File: src/rtl/vcc_pkg.sv
package vcc_pkg;
	localparam int ADDR_W = 12;
	localparam logic [11:0] CAPTURE_CONTROL_OFS = 12'h0dc;
	localparam logic [11:0] VBI_COUNT_LOW_OFS = 12'h0e0;
	localparam logic [11:0] VBI_DELAY_COUNT_HIGH_OFS = 12'h0e4;
	localparam logic [11:0] FIELD_TRANSITION_COUNTER_OFS = 12'h0e8;
	localparam logic [11:0] PLL_FRACTION_LOW_OFS = 12'h0f0;
	localparam logic [11:0] PLL_FRACTION_HIGH_OFS = 12'h0f4;
	localparam logic [11:0] PLL_DIVIDER_SETUP_OFS = 12'h0f8;
	localparam logic [11:0] DIGITAL_VIDEO_INPUT_FORMAT_OFS = 12'h0fc;
	localparam logic [7:0] REG_RESET = 8'h00;
	localparam int CAP_EVEN_BIT = 0;
	localparam int CAP_ODD_BIT = 1;
	localparam int VBI_EVEN_BIT = 2;
	localparam int VBI_ODD_BIT = 3;
	localparam int DITHER_BIT = 4;
	localparam int PKT_HIGH_BIT = 0;
	localparam int EXTEND_BIT = 1;
	localparam int DELAY_LSB = 2;
	localparam int DELAY_W = 6;
	localparam int PLL_INT_W = 6;
	localparam int POST_DIV_BIT = 6;
	localparam int PRE_DIV_BIT = 7;
	localparam int FORMAT_W = 3;
	localparam int ALIGN_LSB = 3;
	localparam int SYNC_OE_BIT = 5;
	localparam int BYPASS_BIT = 6;
	localparam logic [2:0] FMT_OFF = 3'h0;
	localparam logic [2:0] FMT_EMBEDDED = 3'h1;
	localparam logic [2:0] FMT_EXT_HV = 3'h4;
	localparam logic [2:0] FMT_EXT_HF = 3'h5;
	localparam logic [9:0] EXTEND_LINES = 10'h00a;
	localparam logic [1:0] SAMPLES_PER_WORD_M1 = 2'h3;
	typedef enum logic [2:0] {
		VCC_IDLE = 3'b001,
		VCC_DELAY = 3'b010,
		VCC_GRAB = 3'b100
	} vcc_vbi_e;
endpackage

File: src/rtl/vcc_field_counter.sv
`timescale 1ns/1ps
`default_nettype none
module vcc_field_counter #(
	parameter int WIDTH = 8
) (
	input  wire logic             clock,
	input  wire logic             rst,
	input  wire logic             field_odd,
	input  wire logic             any_capture,
	input  wire logic             clear,
	output logic      [WIDTH-1:0] count
);
	logic field_last;

	always_ff @(posedge clock) begin
		if (rst)
			field_last <= 1'b0;
		else
			field_last <= field_odd;
	end

	// Clear wins over a same-cycle count, since software asked for zero
	always_ff @(posedge clock) begin
		if (rst)
			count <= '0;
		else if (clear)
			count <= '0;
		else if (any_capture && (field_odd != field_last))
			count <= count + 1'b1;
	end
endmodule // vcc_field_counter
`default_nettype wire

File: src/rtl/vcc_regs.sv
`timescale 1ns/1ps
`default_nettype none
module vcc_regs (
	input  wire logic        clock,
	input  wire logic        rst,
	input  wire logic [11:0] reg_addr,
	input  wire logic        reg_write,
	input  wire logic        reg_read,
	input  wire logic [7:0]  reg_wdata,
	output logic      [7:0]  reg_rdata,
	output logic             reg_rvalid,
	input  wire logic        field_odd,
	input  wire logic        vbi_line,
	input  wire logic        pixel_tick,
	input  wire logic        pixel_valid,
	input  wire logic        horizontal_reset_pulse,
	input  wire logic [9:0]  line_number,
	input  wire logic [9:0]  active_vertical_window_first,
	input  wire logic [9:0]  active_vertical_window_last,
	input  wire logic        hsync_gen,
	input  wire logic        vsync_gen,
	input  wire logic [1:0]  sample_phase,
	input  wire logic        hsync_pin_in,
	input  wire logic        vsync_pin_in,
	output logic             hsync_pin_out,
	output logic             hsync_pin_oe_n,
	output logic             vsync_pin_out,
	output logic             vsync_pin_oe_n,
	output logic             hsync_ext,
	output logic             vsync_ext,
	output logic             pixel_fifo_write,
	output logic             vbi_fifo_write,
	output logic             vbi_line_done,
	output logic             in_capture_region,
	output logic             dither_scope_select,
	output logic [15:0]      pll_fraction,
	output logic             pll_pre_divide_two,
	output logic             pll_post_divide_four,
	output logic [5:0]       pll_integer,
	output logic             pll_sleep,
	output logic             chroma_filter_bypass,
	output logic [1:0]       sync_sample_alignment,
	output logic [2:0]       digital_input_format_select,
	output logic             digital_input_enable,
	output logic             embedded_sync_mode,
	output logic             external_field_mode,
	output logic             format_reserved
);
	logic [7:0]          capture_control;
	logic [7:0]          vbi_count_low;
	logic [7:0]          vbi_delay_count_high;
	logic [7:0]          field_counter_value;
	logic [7:0]          pll_fraction_low;
	logic [7:0]          pll_fraction_high;
	logic [7:0]          pll_divider_setup;
	logic [7:0]          digital_video_input_format;
	logic                counter_clear;
	logic                any_capture;
	logic                field_vbi_on;
	logic [8:0]          packet_words;
	logic [5:0]          line_start_delay;
	logic [2:0]          horizontal_reset_pulse_sync;
	logic                horizontal_reset_pulse_trail;
	logic [1:0]          hpin_sync;
	logic [1:0]          vpin_sync;
	logic [5:0]          delay_left;
	logic [8:0]          words_done;
	logic [1:0]          sample_count;
	logic [9:0]          region_first;
	vcc_pkg::vcc_vbi_e   vbi_state;

	function automatic logic hit(input logic [11:0] ofs);
		hit = (reg_addr == ofs);
	endfunction

	function automatic logic [2:0] fmt_field(input logic [7:0] r);
		fmt_field = r[vcc_pkg::FORMAT_W-1:0];
	endfunction

	assign counter_clear = reg_write && hit(vcc_pkg::FIELD_TRANSITION_COUNTER_OFS);
	assign any_capture = |capture_control[vcc_pkg::DITHER_BIT-1:0];
	assign field_vbi_on = field_odd ? capture_control[vcc_pkg::VBI_ODD_BIT]
		: capture_control[vcc_pkg::VBI_EVEN_BIT];
	assign packet_words = {vbi_delay_count_high[vcc_pkg::PKT_HIGH_BIT], vbi_count_low};
	assign line_start_delay = vbi_delay_count_high[vcc_pkg::DELAY_LSB +: vcc_pkg::DELAY_W];
	assign horizontal_reset_pulse_trail = horizontal_reset_pulse_sync[2] && !horizontal_reset_pulse_sync[1];

	// Reserved capture bits are stored as written; software keeps them zero
	always_ff @(posedge clock) begin
		if (rst) begin
			capture_control <= vcc_pkg::REG_RESET;
			vbi_count_low <= vcc_pkg::REG_RESET;
			vbi_delay_count_high <= vcc_pkg::REG_RESET;
			pll_fraction_low <= vcc_pkg::REG_RESET;
			pll_fraction_high <= vcc_pkg::REG_RESET;
			pll_divider_setup <= vcc_pkg::REG_RESET;
			digital_video_input_format <= vcc_pkg::REG_RESET;
		end else if (reg_write) begin
			if (hit(vcc_pkg::CAPTURE_CONTROL_OFS))
				capture_control <= reg_wdata;
			if (hit(vcc_pkg::VBI_COUNT_LOW_OFS))
				vbi_count_low <= reg_wdata;
			if (hit(vcc_pkg::VBI_DELAY_COUNT_HIGH_OFS))
				vbi_delay_count_high <= reg_wdata;
			if (hit(vcc_pkg::PLL_FRACTION_LOW_OFS))
				pll_fraction_low <= reg_wdata;
			if (hit(vcc_pkg::PLL_FRACTION_HIGH_OFS))
				pll_fraction_high <= reg_wdata;
			if (hit(vcc_pkg::PLL_DIVIDER_SETUP_OFS))
				pll_divider_setup <= reg_wdata;
			if (hit(vcc_pkg::DIGITAL_VIDEO_INPUT_FORMAT_OFS))
				digital_video_input_format <= reg_wdata;
		end
	end

	vcc_field_counter #(
		.WIDTH(8)
	) u_field_counter (
		.clock      (clock),
		.rst        (rst),
		.field_odd  (field_odd),
		.any_capture(any_capture),
		.clear      (counter_clear),
		.count      (field_counter_value)
	);

	// Read data one cycle after the strobe; unmapped reads give zero
	always_ff @(posedge clock) begin
		if (rst) begin
			reg_rdata <= 8'h00;
			reg_rvalid <= 1'b0;
		end else begin
			reg_rvalid <= reg_read;
			if (!reg_read)
				reg_rdata <= 8'h00;
			else if (hit(vcc_pkg::CAPTURE_CONTROL_OFS))
				reg_rdata <= capture_control;
			else if (hit(vcc_pkg::VBI_COUNT_LOW_OFS))
				reg_rdata <= vbi_count_low;
			else if (hit(vcc_pkg::VBI_DELAY_COUNT_HIGH_OFS))
				reg_rdata <= vbi_delay_count_high;
			else if (hit(vcc_pkg::FIELD_TRANSITION_COUNTER_OFS))
				reg_rdata <= field_counter_value;
			else if (hit(vcc_pkg::PLL_FRACTION_LOW_OFS))
				reg_rdata <= pll_fraction_low;
			else if (hit(vcc_pkg::PLL_FRACTION_HIGH_OFS))
				reg_rdata <= pll_fraction_high;
			else if (hit(vcc_pkg::PLL_DIVIDER_SETUP_OFS))
				reg_rdata <= pll_divider_setup;
			else if (hit(vcc_pkg::DIGITAL_VIDEO_INPUT_FORMAT_OFS))
				reg_rdata <= digital_video_input_format;
			else
				reg_rdata <= 8'h00;
		end
	end

	// Pin inputs pass two flops before use
	always_ff @(posedge clock) begin
		if (rst) begin
			horizontal_reset_pulse_sync <= 3'h0;
			hpin_sync <= 2'h0;
			vpin_sync <= 2'h0;
		end else begin
			horizontal_reset_pulse_sync <= {horizontal_reset_pulse_sync[1:0], horizontal_reset_pulse};
			hpin_sync <= {hpin_sync[0], hsync_pin_in};
			vpin_sync <= {vpin_sync[0], vsync_pin_in};
		end
	end

	// Pixel writes allowed only in a field whose capture bit is set
	always_ff @(posedge clock) begin
		if (rst)
			pixel_fifo_write <= 1'b0;
		else
			pixel_fifo_write <= pixel_valid && (field_odd ? capture_control[vcc_pkg::CAP_ODD_BIT]
				: capture_control[vcc_pkg::CAP_EVEN_BIT]);
	end

	// VBI line grab: delay, then whole words of four samples
	always_ff @(posedge clock) begin
		if (rst) begin
			vbi_state <= vcc_pkg::VCC_IDLE;
			delay_left <= 6'h00;
			words_done <= 9'h000;
			sample_count <= 2'h0;
			vbi_fifo_write <= 1'b0;
			vbi_line_done <= 1'b0;
		end else begin
			vbi_fifo_write <= 1'b0;
			vbi_line_done <= 1'b0;
			unique case (vbi_state)
				vcc_pkg::VCC_IDLE: begin
					words_done <= 9'h000;
					sample_count <= 2'h0;
					// Delay reloaded while idle; a rewrite applies from the next line
					delay_left <= line_start_delay;
					if (horizontal_reset_pulse_trail && vbi_line && field_vbi_on) begin
						if (line_start_delay == 6'h00)
							vbi_state <= vcc_pkg::VCC_GRAB;
						else
							vbi_state <= vcc_pkg::VCC_DELAY;
					end
				end
				vcc_pkg::VCC_DELAY: begin
					if (pixel_tick) begin
						delay_left <= delay_left - 6'h01;
						if (delay_left == 6'h01)
							vbi_state <= vcc_pkg::VCC_GRAB;
					end
				end
				vcc_pkg::VCC_GRAB: begin
					// Zero length or a dropped enable ends the line at once
					if (packet_words == 9'h000 || !field_vbi_on) begin
						vbi_state <= vcc_pkg::VCC_IDLE;
						vbi_line_done <= 1'b1;
					end else if (pixel_tick) begin
						sample_count <= sample_count + 2'h1;
						if (sample_count == vcc_pkg::SAMPLES_PER_WORD_M1) begin
							vbi_fifo_write <= 1'b1;
							words_done <= words_done + 9'h001;
							if (words_done + 9'h001 == packet_words) begin
								vbi_state <= vcc_pkg::VCC_IDLE;
								vbi_line_done <= 1'b1;
							end
						end
					end
				end
			endcase
		end
	end

	// Window start pulled ten lines earlier; clamps at line zero
	always_comb begin
		region_first = active_vertical_window_first;
		if (vbi_delay_count_high[vcc_pkg::EXTEND_BIT]) begin
			if (active_vertical_window_first >= vcc_pkg::EXTEND_LINES)
				region_first = active_vertical_window_first - vcc_pkg::EXTEND_LINES;
			else
				region_first = 10'h000;
		end
	end

	always_ff @(posedge clock) begin
		if (rst) begin
			in_capture_region <= 1'b0;
			dither_scope_select <= 1'b0;
		end else begin
			in_capture_region <= (line_number >= region_first)
				&& (line_number <= active_vertical_window_last);
			dither_scope_select <= capture_control[vcc_pkg::DITHER_BIT];
		end
	end

	// PLL controls; out-of-range integer passed through, zero means sleep
	// Sleep flag kept beside the integer so the PLL needs no decode of its own
	always_ff @(posedge clock) begin
		if (rst) begin
			pll_fraction <= 16'h0000;
			pll_pre_divide_two <= 1'b0;
			pll_post_divide_four <= 1'b0;
			pll_integer <= 6'h00;
			pll_sleep <= 1'b1;
		end else begin
			pll_fraction <= {pll_fraction_high, pll_fraction_low};
			pll_pre_divide_two <= pll_divider_setup[vcc_pkg::PRE_DIV_BIT];
			pll_post_divide_four <= pll_divider_setup[vcc_pkg::POST_DIV_BIT];
			pll_integer <= pll_divider_setup[vcc_pkg::PLL_INT_W-1:0];
			pll_sleep <= (pll_divider_setup[vcc_pkg::PLL_INT_W-1:0] == 6'h00);
		end
	end

	// Digital input format decode
	always_ff @(posedge clock) begin
		if (rst) begin
			chroma_filter_bypass <= 1'b0;
			sync_sample_alignment <= 2'h0;
			digital_input_format_select <= 3'h0;
			digital_input_enable <= 1'b0;
			embedded_sync_mode <= 1'b0;
			external_field_mode <= 1'b0;
			format_reserved <= 1'b0;
		end else begin
			chroma_filter_bypass <= digital_video_input_format[vcc_pkg::BYPASS_BIT];
			sync_sample_alignment <= digital_video_input_format[vcc_pkg::ALIGN_LSB +: 2];
			digital_input_format_select <= fmt_field(digital_video_input_format);
			digital_input_enable <= fmt_field(digital_video_input_format) == vcc_pkg::FMT_EMBEDDED
				|| fmt_field(digital_video_input_format) == vcc_pkg::FMT_EXT_HV
				|| fmt_field(digital_video_input_format) == vcc_pkg::FMT_EXT_HF;
			embedded_sync_mode <= fmt_field(digital_video_input_format) == vcc_pkg::FMT_EMBEDDED;
			external_field_mode <= fmt_field(digital_video_input_format) == vcc_pkg::FMT_EXT_HF;
			format_reserved <= fmt_field(digital_video_input_format) != vcc_pkg::FMT_OFF
				&& fmt_field(digital_video_input_format) != vcc_pkg::FMT_EMBEDDED
				&& fmt_field(digital_video_input_format) != vcc_pkg::FMT_EXT_HV
				&& fmt_field(digital_video_input_format) != vcc_pkg::FMT_EXT_HF;
		end
	end

	// Sync pins: pin output levels change only on the chosen sample phase; enables change on any phase
	always_ff @(posedge clock) begin
		if (rst) begin
			hsync_pin_out <= 1'b0;
			vsync_pin_out <= 1'b0;
			hsync_pin_oe_n <= 1'b1;
			vsync_pin_oe_n <= 1'b1;
			hsync_ext <= 1'b0;
			vsync_ext <= 1'b0;
		end else begin
			hsync_pin_oe_n <= !digital_video_input_format[vcc_pkg::SYNC_OE_BIT];
			vsync_pin_oe_n <= !digital_video_input_format[vcc_pkg::SYNC_OE_BIT];
			// Registered alignment, so a rewrite takes effect one edge later
			if (sample_phase == sync_sample_alignment) begin
				hsync_pin_out <= hsync_gen;
				vsync_pin_out <= vsync_gen;
			end
			// Inputs seen only while the pins are not driven
			hsync_ext <= !digital_video_input_format[vcc_pkg::SYNC_OE_BIT] && hpin_sync[1];
			vsync_ext <= !digital_video_input_format[vcc_pkg::SYNC_OE_BIT] && vpin_sync[1];
		end
	end
endmodule // vcc_regs
`default_nettype wire

File: config.mk
export PLATFORM = sky130hd
export DESIGN_NAME = vcc_regs
export DESIGN_NICKNAME = d
export VERILOG_FILES = /design/src/rtl/vcc_pkg.sv /design/src/rtl/vcc_field_counter.sv /design/src/rtl/vcc_regs.sv
export SDC_FILE = /design/constraint.sdc
export NUM_CORES = 1
export LEC_CHECK = 0
export ABC_AREA = 1
export BUFFER_PORTS_ARGS = -buffer_cell sky130_fd_sc_hd__buf_2
export CAP_MARGIN = 5
export CORE_AREA = 4 4 117 119
export CTS_BUF_LIST = sky130_fd_sc_hd__clkbuf_8
export DETAILED_ROUTE_END_ITERATION = 7
export DIE_AREA = 0 0 121 123
export PLACE_DENSITY = 0.77
export RECOVER_POWER = 25
export SLEW_MARGIN = 20
export SYNTH_ARGS = -nofsm -noshare
export SYNTH_HDL_FRONTEND = slang
export SYNTH_SLANG_ARGS = --single-unit
export TNS_END_PERCENT = 20
File: constraint.sdc
create_clock -name clock -period 2.6 [get_ports clock]
set_input_delay 0.13 -clock clock [delete_from_list [all_inputs] [get_ports clock]]
set_output_delay 0.13 -clock clock [all_outputs]
set_load 0.01 [all_outputs]
==> impl_metrics.json, run 1 <==
{
  "outcome": "finished, violations left",
  "violations": "max-capacitance violations, max-slew violations",
  "netlist_area_um2": 6870,
  "swShare_pct": 28.8,
  "timing.slew.headroom_pct": -1.78,
  "ys_seq_area_share_pct": 42.5,
  "ir_worst_vdd_uv": 580,
  "syn2layout_area_growth_pct": 16.8,
  "grt_start_max_net_pins": 67,
  "fin_util_pct": 63.9,
  "worst_pin_slew_ns": 1.53,
  "regToRegStartpoint": "vbi_delay_count_high[1]",
  "power_frac_comb_pct": 13.4,
  "slowest_stage": "dfxtp_1",
  "p_seq_share_pct": 52.4,
  "synth_cell_types": 43,
  "pre_cts_slack_ns": 0.280,
  "synth.largest_area_cell": "dfxtp_1",
  "power.density_nw_per_um2": 555,
  "hold_violations": 0,
  "die_x_um": 121,
  "cpPeakStageDelay_ns": 0.42,
  "fin_nets": 1148,
  "drt-wirelength-per-cell_um": 14.6,
  "tns_ns": 0,
  "crit_path_end_kind": "flop",
  "remaining_drc_errors": 0,
  "grt_pass1_vias": 6166,
  "antenna_found_initial": 0,
  "finalWeightedCongestion": 0.896,
  "holdBufCountCts": 9,
  "total_power_mw": 4.46,
  "crit_top_cell": "nand2_1",
  "hold_slack_ns": 0.0580,
  "ff2ff_path_depth": 12,
  "wirelength_um": 18100,
  "critPathLaunch": "vbi_delay_count_high[1]",
  "die_h_um": 123,
  "startpoint_type": "flop",
  "cts-buffers-inserted": 17,
  "drv_cap": 1,
  "critPathCapture": "in_capture_region",
  "port_buffers": 119,
  "p_int_mw": 3.17,
  "viasPerCell": 5.25,
  "dp_cells": 1201,
  "min_period_ns": 2.36,
  "syn_inst": 930,
  "postCtsSetupBuffers": 0,
  "worstSetupPathType": "reg2reg",
  "clock_latency_ns": 0.45,
  "path_max_fanout": 7,
  "yosys-top-cells-count": "dfxtp_1, nand2_1, inv_1, nor2_1, a21oi_1",
  "final_cells": 1241,
  "reg2reg_slack_ns": 0.24,
  "hold_path.class": "in2reg",
  "synth-main-ff-cell": "dfxtp_1",
  "cts_tree": "done",
  "synth_seq_cells": 146,
  "crit_arrival_ns": 2.62,
  "avgSynthCellArea_um2": 7.39,
  "n_fill_cell": 1161,
  "rsz0062_at_grt": "no",
  "clock.fmax_mhz": 423,
  "clockBufferDepth": 2,
  "drive_gt1_share_pct": 19.2,
  "cp_cell_sequence": "inv_1 > a21oi_1 > nand2_1 > xor2_1 > or2_2 > ha_1 > nand2_1 > nor2_1 > o211ai_1 > nand3_1 > a31oi_1 > a211oi_1",
  "io_pins": 120,
  "finalCritPeriodShare_pct": 90.9,
  "synth_edf_count": 0,
  "synth.area.top_cells": "dfxtp_1, nand2_1, inv_1",
  "reg2reg_to": "in_capture_region",
  "synth-warning-count": 0,
  "clk_pin_slew_worst_paths_ns": 0.08,
  "rows": 41,
  "p_clk_share_pct": 34.3,
  "synthesis.nets": 1021,
  "grt_pass1_wl_um": 29700,
  "setup_viol": 0,
  "core_um2": 12600,
  "cts_sinks": 146,
  "die_area_um2": 14900,
  "synthMostInstantiatedCell": "dfxtp_1",
  "grt-ovfl-total": 0,
  "globalRouteTotalUtil_pct": 25.2,
  "postCtsResizedCells": 0,
  "skew_ns": 0.00964,
  "p_leak_nw": 3.52,
  "vias": 6510,
  "power.switching_mw": 1.29,
  "final_antenna_net_count": 0,
  "slew_viol_final": 67,
  "root_buffer": "clkbuf_8",
  "final_cell_area_um2": 8030,
  "h-tree-depth": 4,
  "fin_ws_ns": 0.237,
  "dpl.hpwl_um": 13400,
  "async_flop_share_pct": 0,
  "diodes": 0,
  "placed_area_um2": 7610,
  "required_ns": 2.86,
  "synth.top_cell.area_share_pct": 42.5,
  "drt_pass1_iterations": 8,
  "start_util_pct": 54.7,
  "dr.first_iter.drc_count": 497
}
## flip-flops by register name (all words and copies together), names as in the netlist, 3 cells and up
signal                       flops
delay_left                       6
reg_rdata                        8
pll_integer                      6
u_field_counter.count            8
pll_fraction                    16
capture_control                  8
digital_input_format_select      3
words_done                       9
digital_video_input_format       8
vbi_count_low                    8
horizontal_reset_pulse_sync      3
pll_fraction_high                8
pll_divider_setup                8
vbi_delay_count_high             8
pll_fraction_low                 8
vbi_state                        3
## critical path, delay by kind of cell, from the launching register on
family | cells | cell delay (ns)
fa+ha+maj | 1 | 0.30
flops | 1 | 0.42
xor+xnor | 1 | 0.14
buf+inv | 1 | 0.15
compound gates | 4 | 0.52
simple gates | 5 | 0.66
## how the worst min path moves through the flow
stage	start	to	slack (ns)	cells after the start
after floorplan	rst	digital_input_format_select[0]	0.21	1
after global placement	vsync_pin_in	vpin_sync[0]	0.33	3
after detailed placement	horizontal_reset_pulse	horizontal_reset_pulse_sync[0]	0.34	3
after CTS	reg_write	capture_control[7]	0.02	3
after global routing	reg_read	reg_rdata[6]	0.05	3
final	reg_read	reg_rdata[2]	0.06	3
## kinds of logic (layout without fill, tap and decap cells)
family | after synthesis | in the layout | share of synthesized area (%)
AND/OR/NAND/NOR | 345 | 345 | 23.1
AO/OA/AOI/OAI | 228 | 228 | 18.8
XOR/XNOR | 7 | 7 | 0.892
flip-flops | 146 | 146 | 42.5
buffers and inverters | 178 | 317 | 9.96
adder cells (fa/ha/maj) | 26 | 26 | 4.73
## layer usage
| layer | part of all wire (%) | global-route usage, % |
|---|---|---|
| met1 | 45 | 32.3 |
| met5 | 0 | 0 |
| met3 | 5.4 | 5.31 |
| met4 | 2.3 | 9.70 |
| met2 | 48 | 42.0 |
## power groups by stage
stage                     Clock (mW)  Sequential (mW)  Combinational, mW
final                           1.53             2.33              0.596
after CTS                       1.56             2.33              0.592
after global placement             0             2.38              0.569
after floorplan                    0             2.38              0.417
after detailed placement           0             2.39              0.580
after global routing            1.65             2.34              0.676
## cells in the final DEF, fill, tap and decap left out, types with 5 or more instances in the layout
| cell | Yosys | layout |
|---|---|---|
| nand2_1 | 138 | 138 |
| a211oi_2 | 8 | 8 |
| nor2_1 | 92 | 92 |
| inv_1 | 135 | 136 |
| nand3b_1 | 5 | 5 |
| dfxtp_1 | 146 | 146 |
| nand3_1 | 51 | 51 |
| inv_2 | 17 | 17 |
| clkinvlp_4 | 0 | 5 |
| dlygate4sd3_1 | 0 | 9 |
| o21ai_0 | 69 | 69 |
| nor3_1 | 11 | 11 |
| ha_1 | 26 | 26 |
| a21oi_1 | 91 | 91 |
| a31oi_1 | 10 | 10 |
| nor3_2 | 7 | 7 |
| clkbuf_8 | 0 | 18 |
| nor2_2 | 5 | 5 |
| nand3_2 | 5 | 5 |
| nand4_1 | 18 | 18 |
| o21ai_1 | 21 | 21 |
| o211ai_1 | 10 | 10 |
| buf_2 | 4 | 118 |
## layout make-up
class	count	area, um^2	area share [%]
clock buffers	18	248	3.09
clock inverters	13	87.6	1.09
inverters	153	574	7.15
multi-input cells	606	3270	40.7
flip-flops and latches	146	2920	36.4
well taps	172	215	2.68
repair buffers	133	716	8.91
Note: power is estimated with default switching activity, not from simulation.
==> run 2, diff against run 1 <==
--- a/config.mk
+++ b/config.mk
@@ -13,7 +13,7 @@
 export DETAILED_ROUTE_END_ITERATION = 7
 export DIE_AREA = 0 0 121 123
 export PLACE_DENSITY = 0.77
-export RECOVER_POWER = 25
+export RECOVER_POWER = 100
 export SLEW_MARGIN = 20
 export SYNTH_ARGS = -nofsm -noshare
 export SYNTH_HDL_FRONTEND = slang
==> impl_metrics.json, run 2 (synthesis results as in run 1) <==
{
  "diodes": 0,
  "dpl.hpwl_um": 13400,
  "power.density_nw_per_um2": 562,
  "slowest_stage": "dfxtp_1",
  "clk_pin_slew_worst_paths_ns": 0.08,
  "fin_ws_ns": 0.230,
  "final_cell_mix": "dfxtp_1, inv_1, nand2_1",
  "final_common_cell": "dfxtp_1",
  "h-tree-depth": 4,
  "outcome": "finished, final reports clean",
  "cts-buffers-inserted": 17,
  "cp_num_cells": 12,
  "port_buffers": 119,
  "largest_register": "pll_fraction",
  "drive_gt1_share_pct": 12.4,
  "remaining_drc_errors": 0,
  "min_period_ns": 2.37,
  "finalCritPeriodShare_pct": 91.1,
  "rows": 41,
  "die_x_um": 121,
  "final_antenna_net_count": 0,
  "crit_top_cell": "nand2_1",
  "crit_family": "simple AND/OR/NAND/NOR gates",
  "crit_path_end_kind": "flop",
  "required_ns": 2.87,
  "startpoint_type": "flop",
  "timing.slew.headroom_pct": 1.45,
  "globalRouteTotalUtil_pct": 25.2,
  "top_regs": "pll_fraction (16), words_done (9)",
  "drv_cap": 0,
  "start_util_pct": 54.7,
  "dr.first_iter.drc_count": 567,
  "antenna_found_initial": 0,
  "drt_pass1_iterations": 6,
  "dp_cells": 1201,
  "slew_viol_final": 0,
  "worst_pin_slew_ns": 1.48,
  "core_um2": 12600,
  "grt_pass1_wl_um": 29700,
  "die_area_um2": 14900,
  "critPathBufInv": 1,
  "p_leak_nw": 3.28,
  "cts_sinks": 146,
  "cts_tree": "done",
  "tns_ns": 0,
  "pre_cts_slack_ns": 0.280,
  "syn2layout_area_growth_pct": 15.0,
  "fin_nets": 1148,
  "io_pins": 120,
  "hold_violations": 0,
  "die_h_um": 123,
  "worstSetupPathType": "reg2reg",
  "hold_path.class": "in2reg",
  "clock_latency_ns": 0.46,
  "finalWeightedCongestion": 0.896,
  "grt_start_max_net_pins": 67,
  "ir_worst_vdd_uv": 580,
  "crit_arrival_ns": 2.64,
  "final_cells": 1241,
  "path_max_fanout": 7,
  "hold_depth": 3,
  "root_buffer": "clkbuf_8",
  "skew_ns": 0.00962,
  "vias": 6503,
  "ff2ff_path_depth": 12,
  "cpPeakStageDelay_ns": 0.42,
  "postCtsSetupBuffers": 0,
  "wirelength_um": 18100,
  "drt-wirelength-per-cell_um": 14.6,
  "clockBufferDepth": 2,
  "setup_viol": 0,
  "grt_pass1_vias": 6166,
  "clock.fmax_mhz": 422,
  "rsz0062_at_grt": "no",
  "cp_cell_sequence": "inv_1 > a21oi_1 > nand2_1 > xor2_1 > or2_2 > ha_1 > nand2_1 > nor2_1 > o211ai_1 > nand3_1 > a31oi_1 > a211oi_1",
  "grt-ovfl-total": 0,
  "viasPerCell": 5.24,
  "largest_register_ffs": 16
}
-- run 2: cell types whose count changed in the layout (fill, tap and decap cells not counted), sizes merged --
cell	delta
buf	-57
clkbuf	+57
clkinv	+1
inv	-1
-- run 2: report_power, final --
part | internal (mW) | total (mW) | switching, mW
logic | 0.204 | 0.581 | 0.377
registers | 2.29 | 2.33 | 0.0468
clock network | 0.674 | 1.53 | 0.856
total | 3.17 | 4.44 | 1.28
-- run 2: area by class of cell --
type | count | area, um^2
fill | 1207 | 4660
multi-input combinational | 606 | 3220
sequential | 146 | 2920
timing repair buffer | 133 | 642
inverter | 153 | 574
clock buffer | 18 | 248
tap | 172 | 215
clock inverter | 13 | 87.6
-- run 2: metal layers --
layer,vias up,global-route usage (%),part of all wire [%]
met2,158,42.0,48
met1,2987,32.3,45
met4,0,9.70,2.6
li1,3318,-,-
met5,-,0,0
met3,40,5.31,4.6
-- run 2: timing repair --
item | in CTS | in global routing
hold endpoints to repair | 8 | 0
hold buffers | 9 | 0
resized for setup | 0 | 0
-- run 2: path summary, 6_finish.rpt --
path	startpoint	end	slack (ns)
worst max-delay path	vbi_delay_count_high[1]	in_capture_region	0.23
worst min-delay path	reg_read	reg_rdata[2]	0.06
worst max register to register	vbi_delay_count_high[1]	in_capture_region	0.23
worst min register to register	vpin_sync[1]	vsync_ext	0.41
-- run 2: per-stage QoR --
step                      area (um^2)  total power [mW]  util (%)  hold slack (ns)
after floorplan                  6870              2.79         -            0.214
after global placement           7610              2.95      60.6            0.329
after detailed placement         7610              2.97      60.6            0.338
after CTS                        8040              4.48      64.0           0.0211
after global routing             7910              4.66      62.9           0.0533
final                            7910              4.44      62.9           0.0604
-- run 2: worst reg2reg max path: stages (launching register included) --
cell,delay (ns)
dfxtp_1,0.42
inv_1,0.15
a21oi_1,0.21
nand2_1,0.09
xor2_1,0.14
or2_2,0.30
ha_1,0.30
nand2_1,0.11
nor2_1,0.06
o211ai_1,0.08
nand3_1,0.10
a31oi_1,0.17
a211oi_1,0.06
==> run 3, diff against run 2 <==
--- a/config.mk
+++ b/config.mk
@@ -9,7 +9,7 @@
 export BUFFER_PORTS_ARGS = -buffer_cell sky130_fd_sc_hd__buf_2
 export CAP_MARGIN = 5
 export CORE_AREA = 4 4 117 119
-export CTS_BUF_LIST = sky130_fd_sc_hd__clkbuf_8
+export CTS_BUF_LIST = sky130_fd_sc_hd__clkbuf_4 sky130_fd_sc_hd__clkbuf_8 sky130_fd_sc_hd__clkbuf_16
 export DETAILED_ROUTE_END_ITERATION = 7
 export DIE_AREA = 0 0 121 123
 export PLACE_DENSITY = 0.77
==> impl_metrics.json, run 3 (synthesis results as in run 1) <==
{
  "fin_nets": 1145,
  "multi_input_comb_area_um2": 3220,
  "reg2reg_to": "in_capture_region",
  "startpoint_type": "flop",
  "tns_ns": 0,
  "skew_ns": 0.00815,
  "min_period_ns": 2.36,
  "wl_met3_um": 1070,
  "die_area_um2": 14900,
  "dp_cells": 1201,
  "grt_pass1_wl_um": 30400,
  "setup_viol": 0,
  "remaining_drc_errors": 0,
  "highest_layer": "met4",
  "drt_pass1_iterations": 5,
  "power_frac_comb_pct": 11.3,
  "n_fill_cell": 1170,
  "final_common_cell": "dfxtp_1",
  "largest_register_ffs": 16,
  "root_buffer": "clkbuf_16",
  "wl_met2_um": 8970,
  "cts_tree": "done",
  "core_um2": 12600,
  "clock.fmax_mhz": 424,
  "vias": 6521,
  "final_cell_mix": "dfxtp_1, inv_1, nand2_1",
  "p_int_mw": 3.74,
  "final_antenna_net_count": 0,
  "grt_start_max_net_pins": 67,
  "wirelength_um": 18400,
  "reg2reg_slack_ns": 0.24,
  "outcome": "finished, final reports clean",
  "hold_path.class": "in2reg",
  "hold_violations": 0,
  "hp-start": "field_odd",
  "cts-buffers-inserted": 17,
  "largest_register": "pll_fraction",
  "rsz0062_at_grt": "no",
  "diodes": 0,
  "total_power_mw": 5.10,
  "power.switching_mw": 1.36,
  "grt_pass1_vias": 6316,
  "worstSetupPathType": "reg2reg",
  "hold_depth": 3,
  "p_clk_share_pct": 42.8,
  "m1WireLength_um": 8020,
  "die_h_um": 123,
  "die_x_um": 121,
  "h-tree-depth": 4,
  "clk_pin_slew_worst_paths_ns": 0.06,
  "dpl.hpwl_um": 13400,
  "clockBufferDepth": 2,
  "viasPerCell": 5.27,
  "crit_arrival_ns": 2.59,
  "power.density_nw_per_um2": 631,
  "clock_latency_ns": 0.42,
  "slew_viol_final": 0,
  "cts_sinks": 146,
  "globalRouteTotalUtil_pct": 25.8,
  "drt-wirelength-per-cell_um": 14.9,
  "dr.first_iter.drc_count": 529,
  "swShare_pct": 26.6,
  "io_pins": 120,
  "rows": 41,
  "regToRegStartpoint": "vbi_delay_count_high[1]",
  "ir_worst_vdd_uv": 756,
  "fin_util_pct": 64.3,
  "crit_path_end_kind": "flop",
  "top_regs": "pll_fraction (16), words_done (9)",
  "timing.slew.headroom_pct": 1.75,
  "hold_end": "u_field_counter.field_last",
  "start_util_pct": 54.7,
  "p_seq_share_pct": 45.9,
  "drive_gt1_share_pct": 12.8,
  "antenna_found_initial": 0,
  "required_ns": 2.83,
  "worst_pin_slew_ns": 1.47,
  "grt-ovfl-total": 0,
  "path_max_fanout": 7,
  "drv_cap": 0,
  "p_leak_nw": 3.36,
  "syn2layout_area_growth_pct": 17.5,
  "regArea_um2": 2920,
  "ff2ff_path_depth": 12,
  "finalCritPeriodShare_pct": 90.8,
  "final_cells": 1238,
  "finalWeightedCongestion": 0.896,
  "port_buffers": 119
}
-- run 3: stage by stage --
step | setup WS [ns] | hold slack (ns) | instance area, um^2
after global routing | 0.0835 | 0.0364 | 8080
final | 0.239 | 0.0315 | 8080
after CTS | 0.278 | 0.0142 | 8200
after global placement | 0.356 | 0.329 | 7610
after detailed placement | 0.280 | 0.338 | 7610
after floorplan | 0.476 | 0.214 | 6870
-- run 3: layout make-up --
| cell class | count | share of cell area (%) |
|---|---|---|
| clock buffers | 19 | 5.53 |
| inverters | 153 | 7.11 |
| clock inverters | 12 | 1.04 |
| flip-flops and latches | 146 | 36.2 |
| well taps | 172 | 2.67 |
| repair buffers | 130 | 7.61 |
| multi-input cells | 606 | 39.9 |
-- run 3: power groups by stage --
stage | registers (mW) | clock network (mW) | logic [mW]
floorplan | 2.38 | 0 | 0.417
global placement | 2.38 | 0 | 0.569
detailed placement | 2.39 | 0 | 0.580
CTS | 2.34 | 2.22 | 0.589
global route | 2.34 | 2.30 | 0.661
finish | 2.34 | 2.18 | 0.578
-- run 3: worst max path at each step --
| stage | depth (start not counted) | from | endpoint |
|---|---|---|---|
| finish | 12 | vbi_delay_count_high[1] | in_capture_region |
| global route | 12 | vbi_delay_count_high[1] | in_capture_region |
| CTS | 10 | vbi_delay_count_high[1] | in_capture_region |
| detailed placement | 13 | active_vertical_window_first[5] | in_capture_region |
| global placement | 10 | vbi_delay_count_high[1] | in_capture_region |
| floorplan | 10 | vbi_delay_count_high[1] | in_capture_region |
-- run 3: timing repair --
| action | CTS | global route |
|---|---|---|
| gates resized for setup | 0 | 0 |
| hold buffers | 6 | 0 |
| hold endpoints to repair | 6 | 0 |
| buffers inserted | 0 | 0 |
-- run 3: worst max-delay path, cell delays in order, from the launching register on --
cell and delay [ns]:
dfxtp_1 0.41, inv_1 0.16, a21oi_1 0.21, nand2_1 0.09, xor2_1 0.14, or2_2 0.30, ha_1 0.30, nand2_1 0.11
nor2_1 0.06, o211ai_1 0.08, nand3_1 0.10, a31oi_1 0.17, a211oi_1 0.06
-- run 3: per-layer routing --
metal,vias to the layer above,track usage [%]
li1,3324,-
met1,2979,32.2
met2,190,44.0
met3,28,6.18
met4,0,8.29
met5,-,0
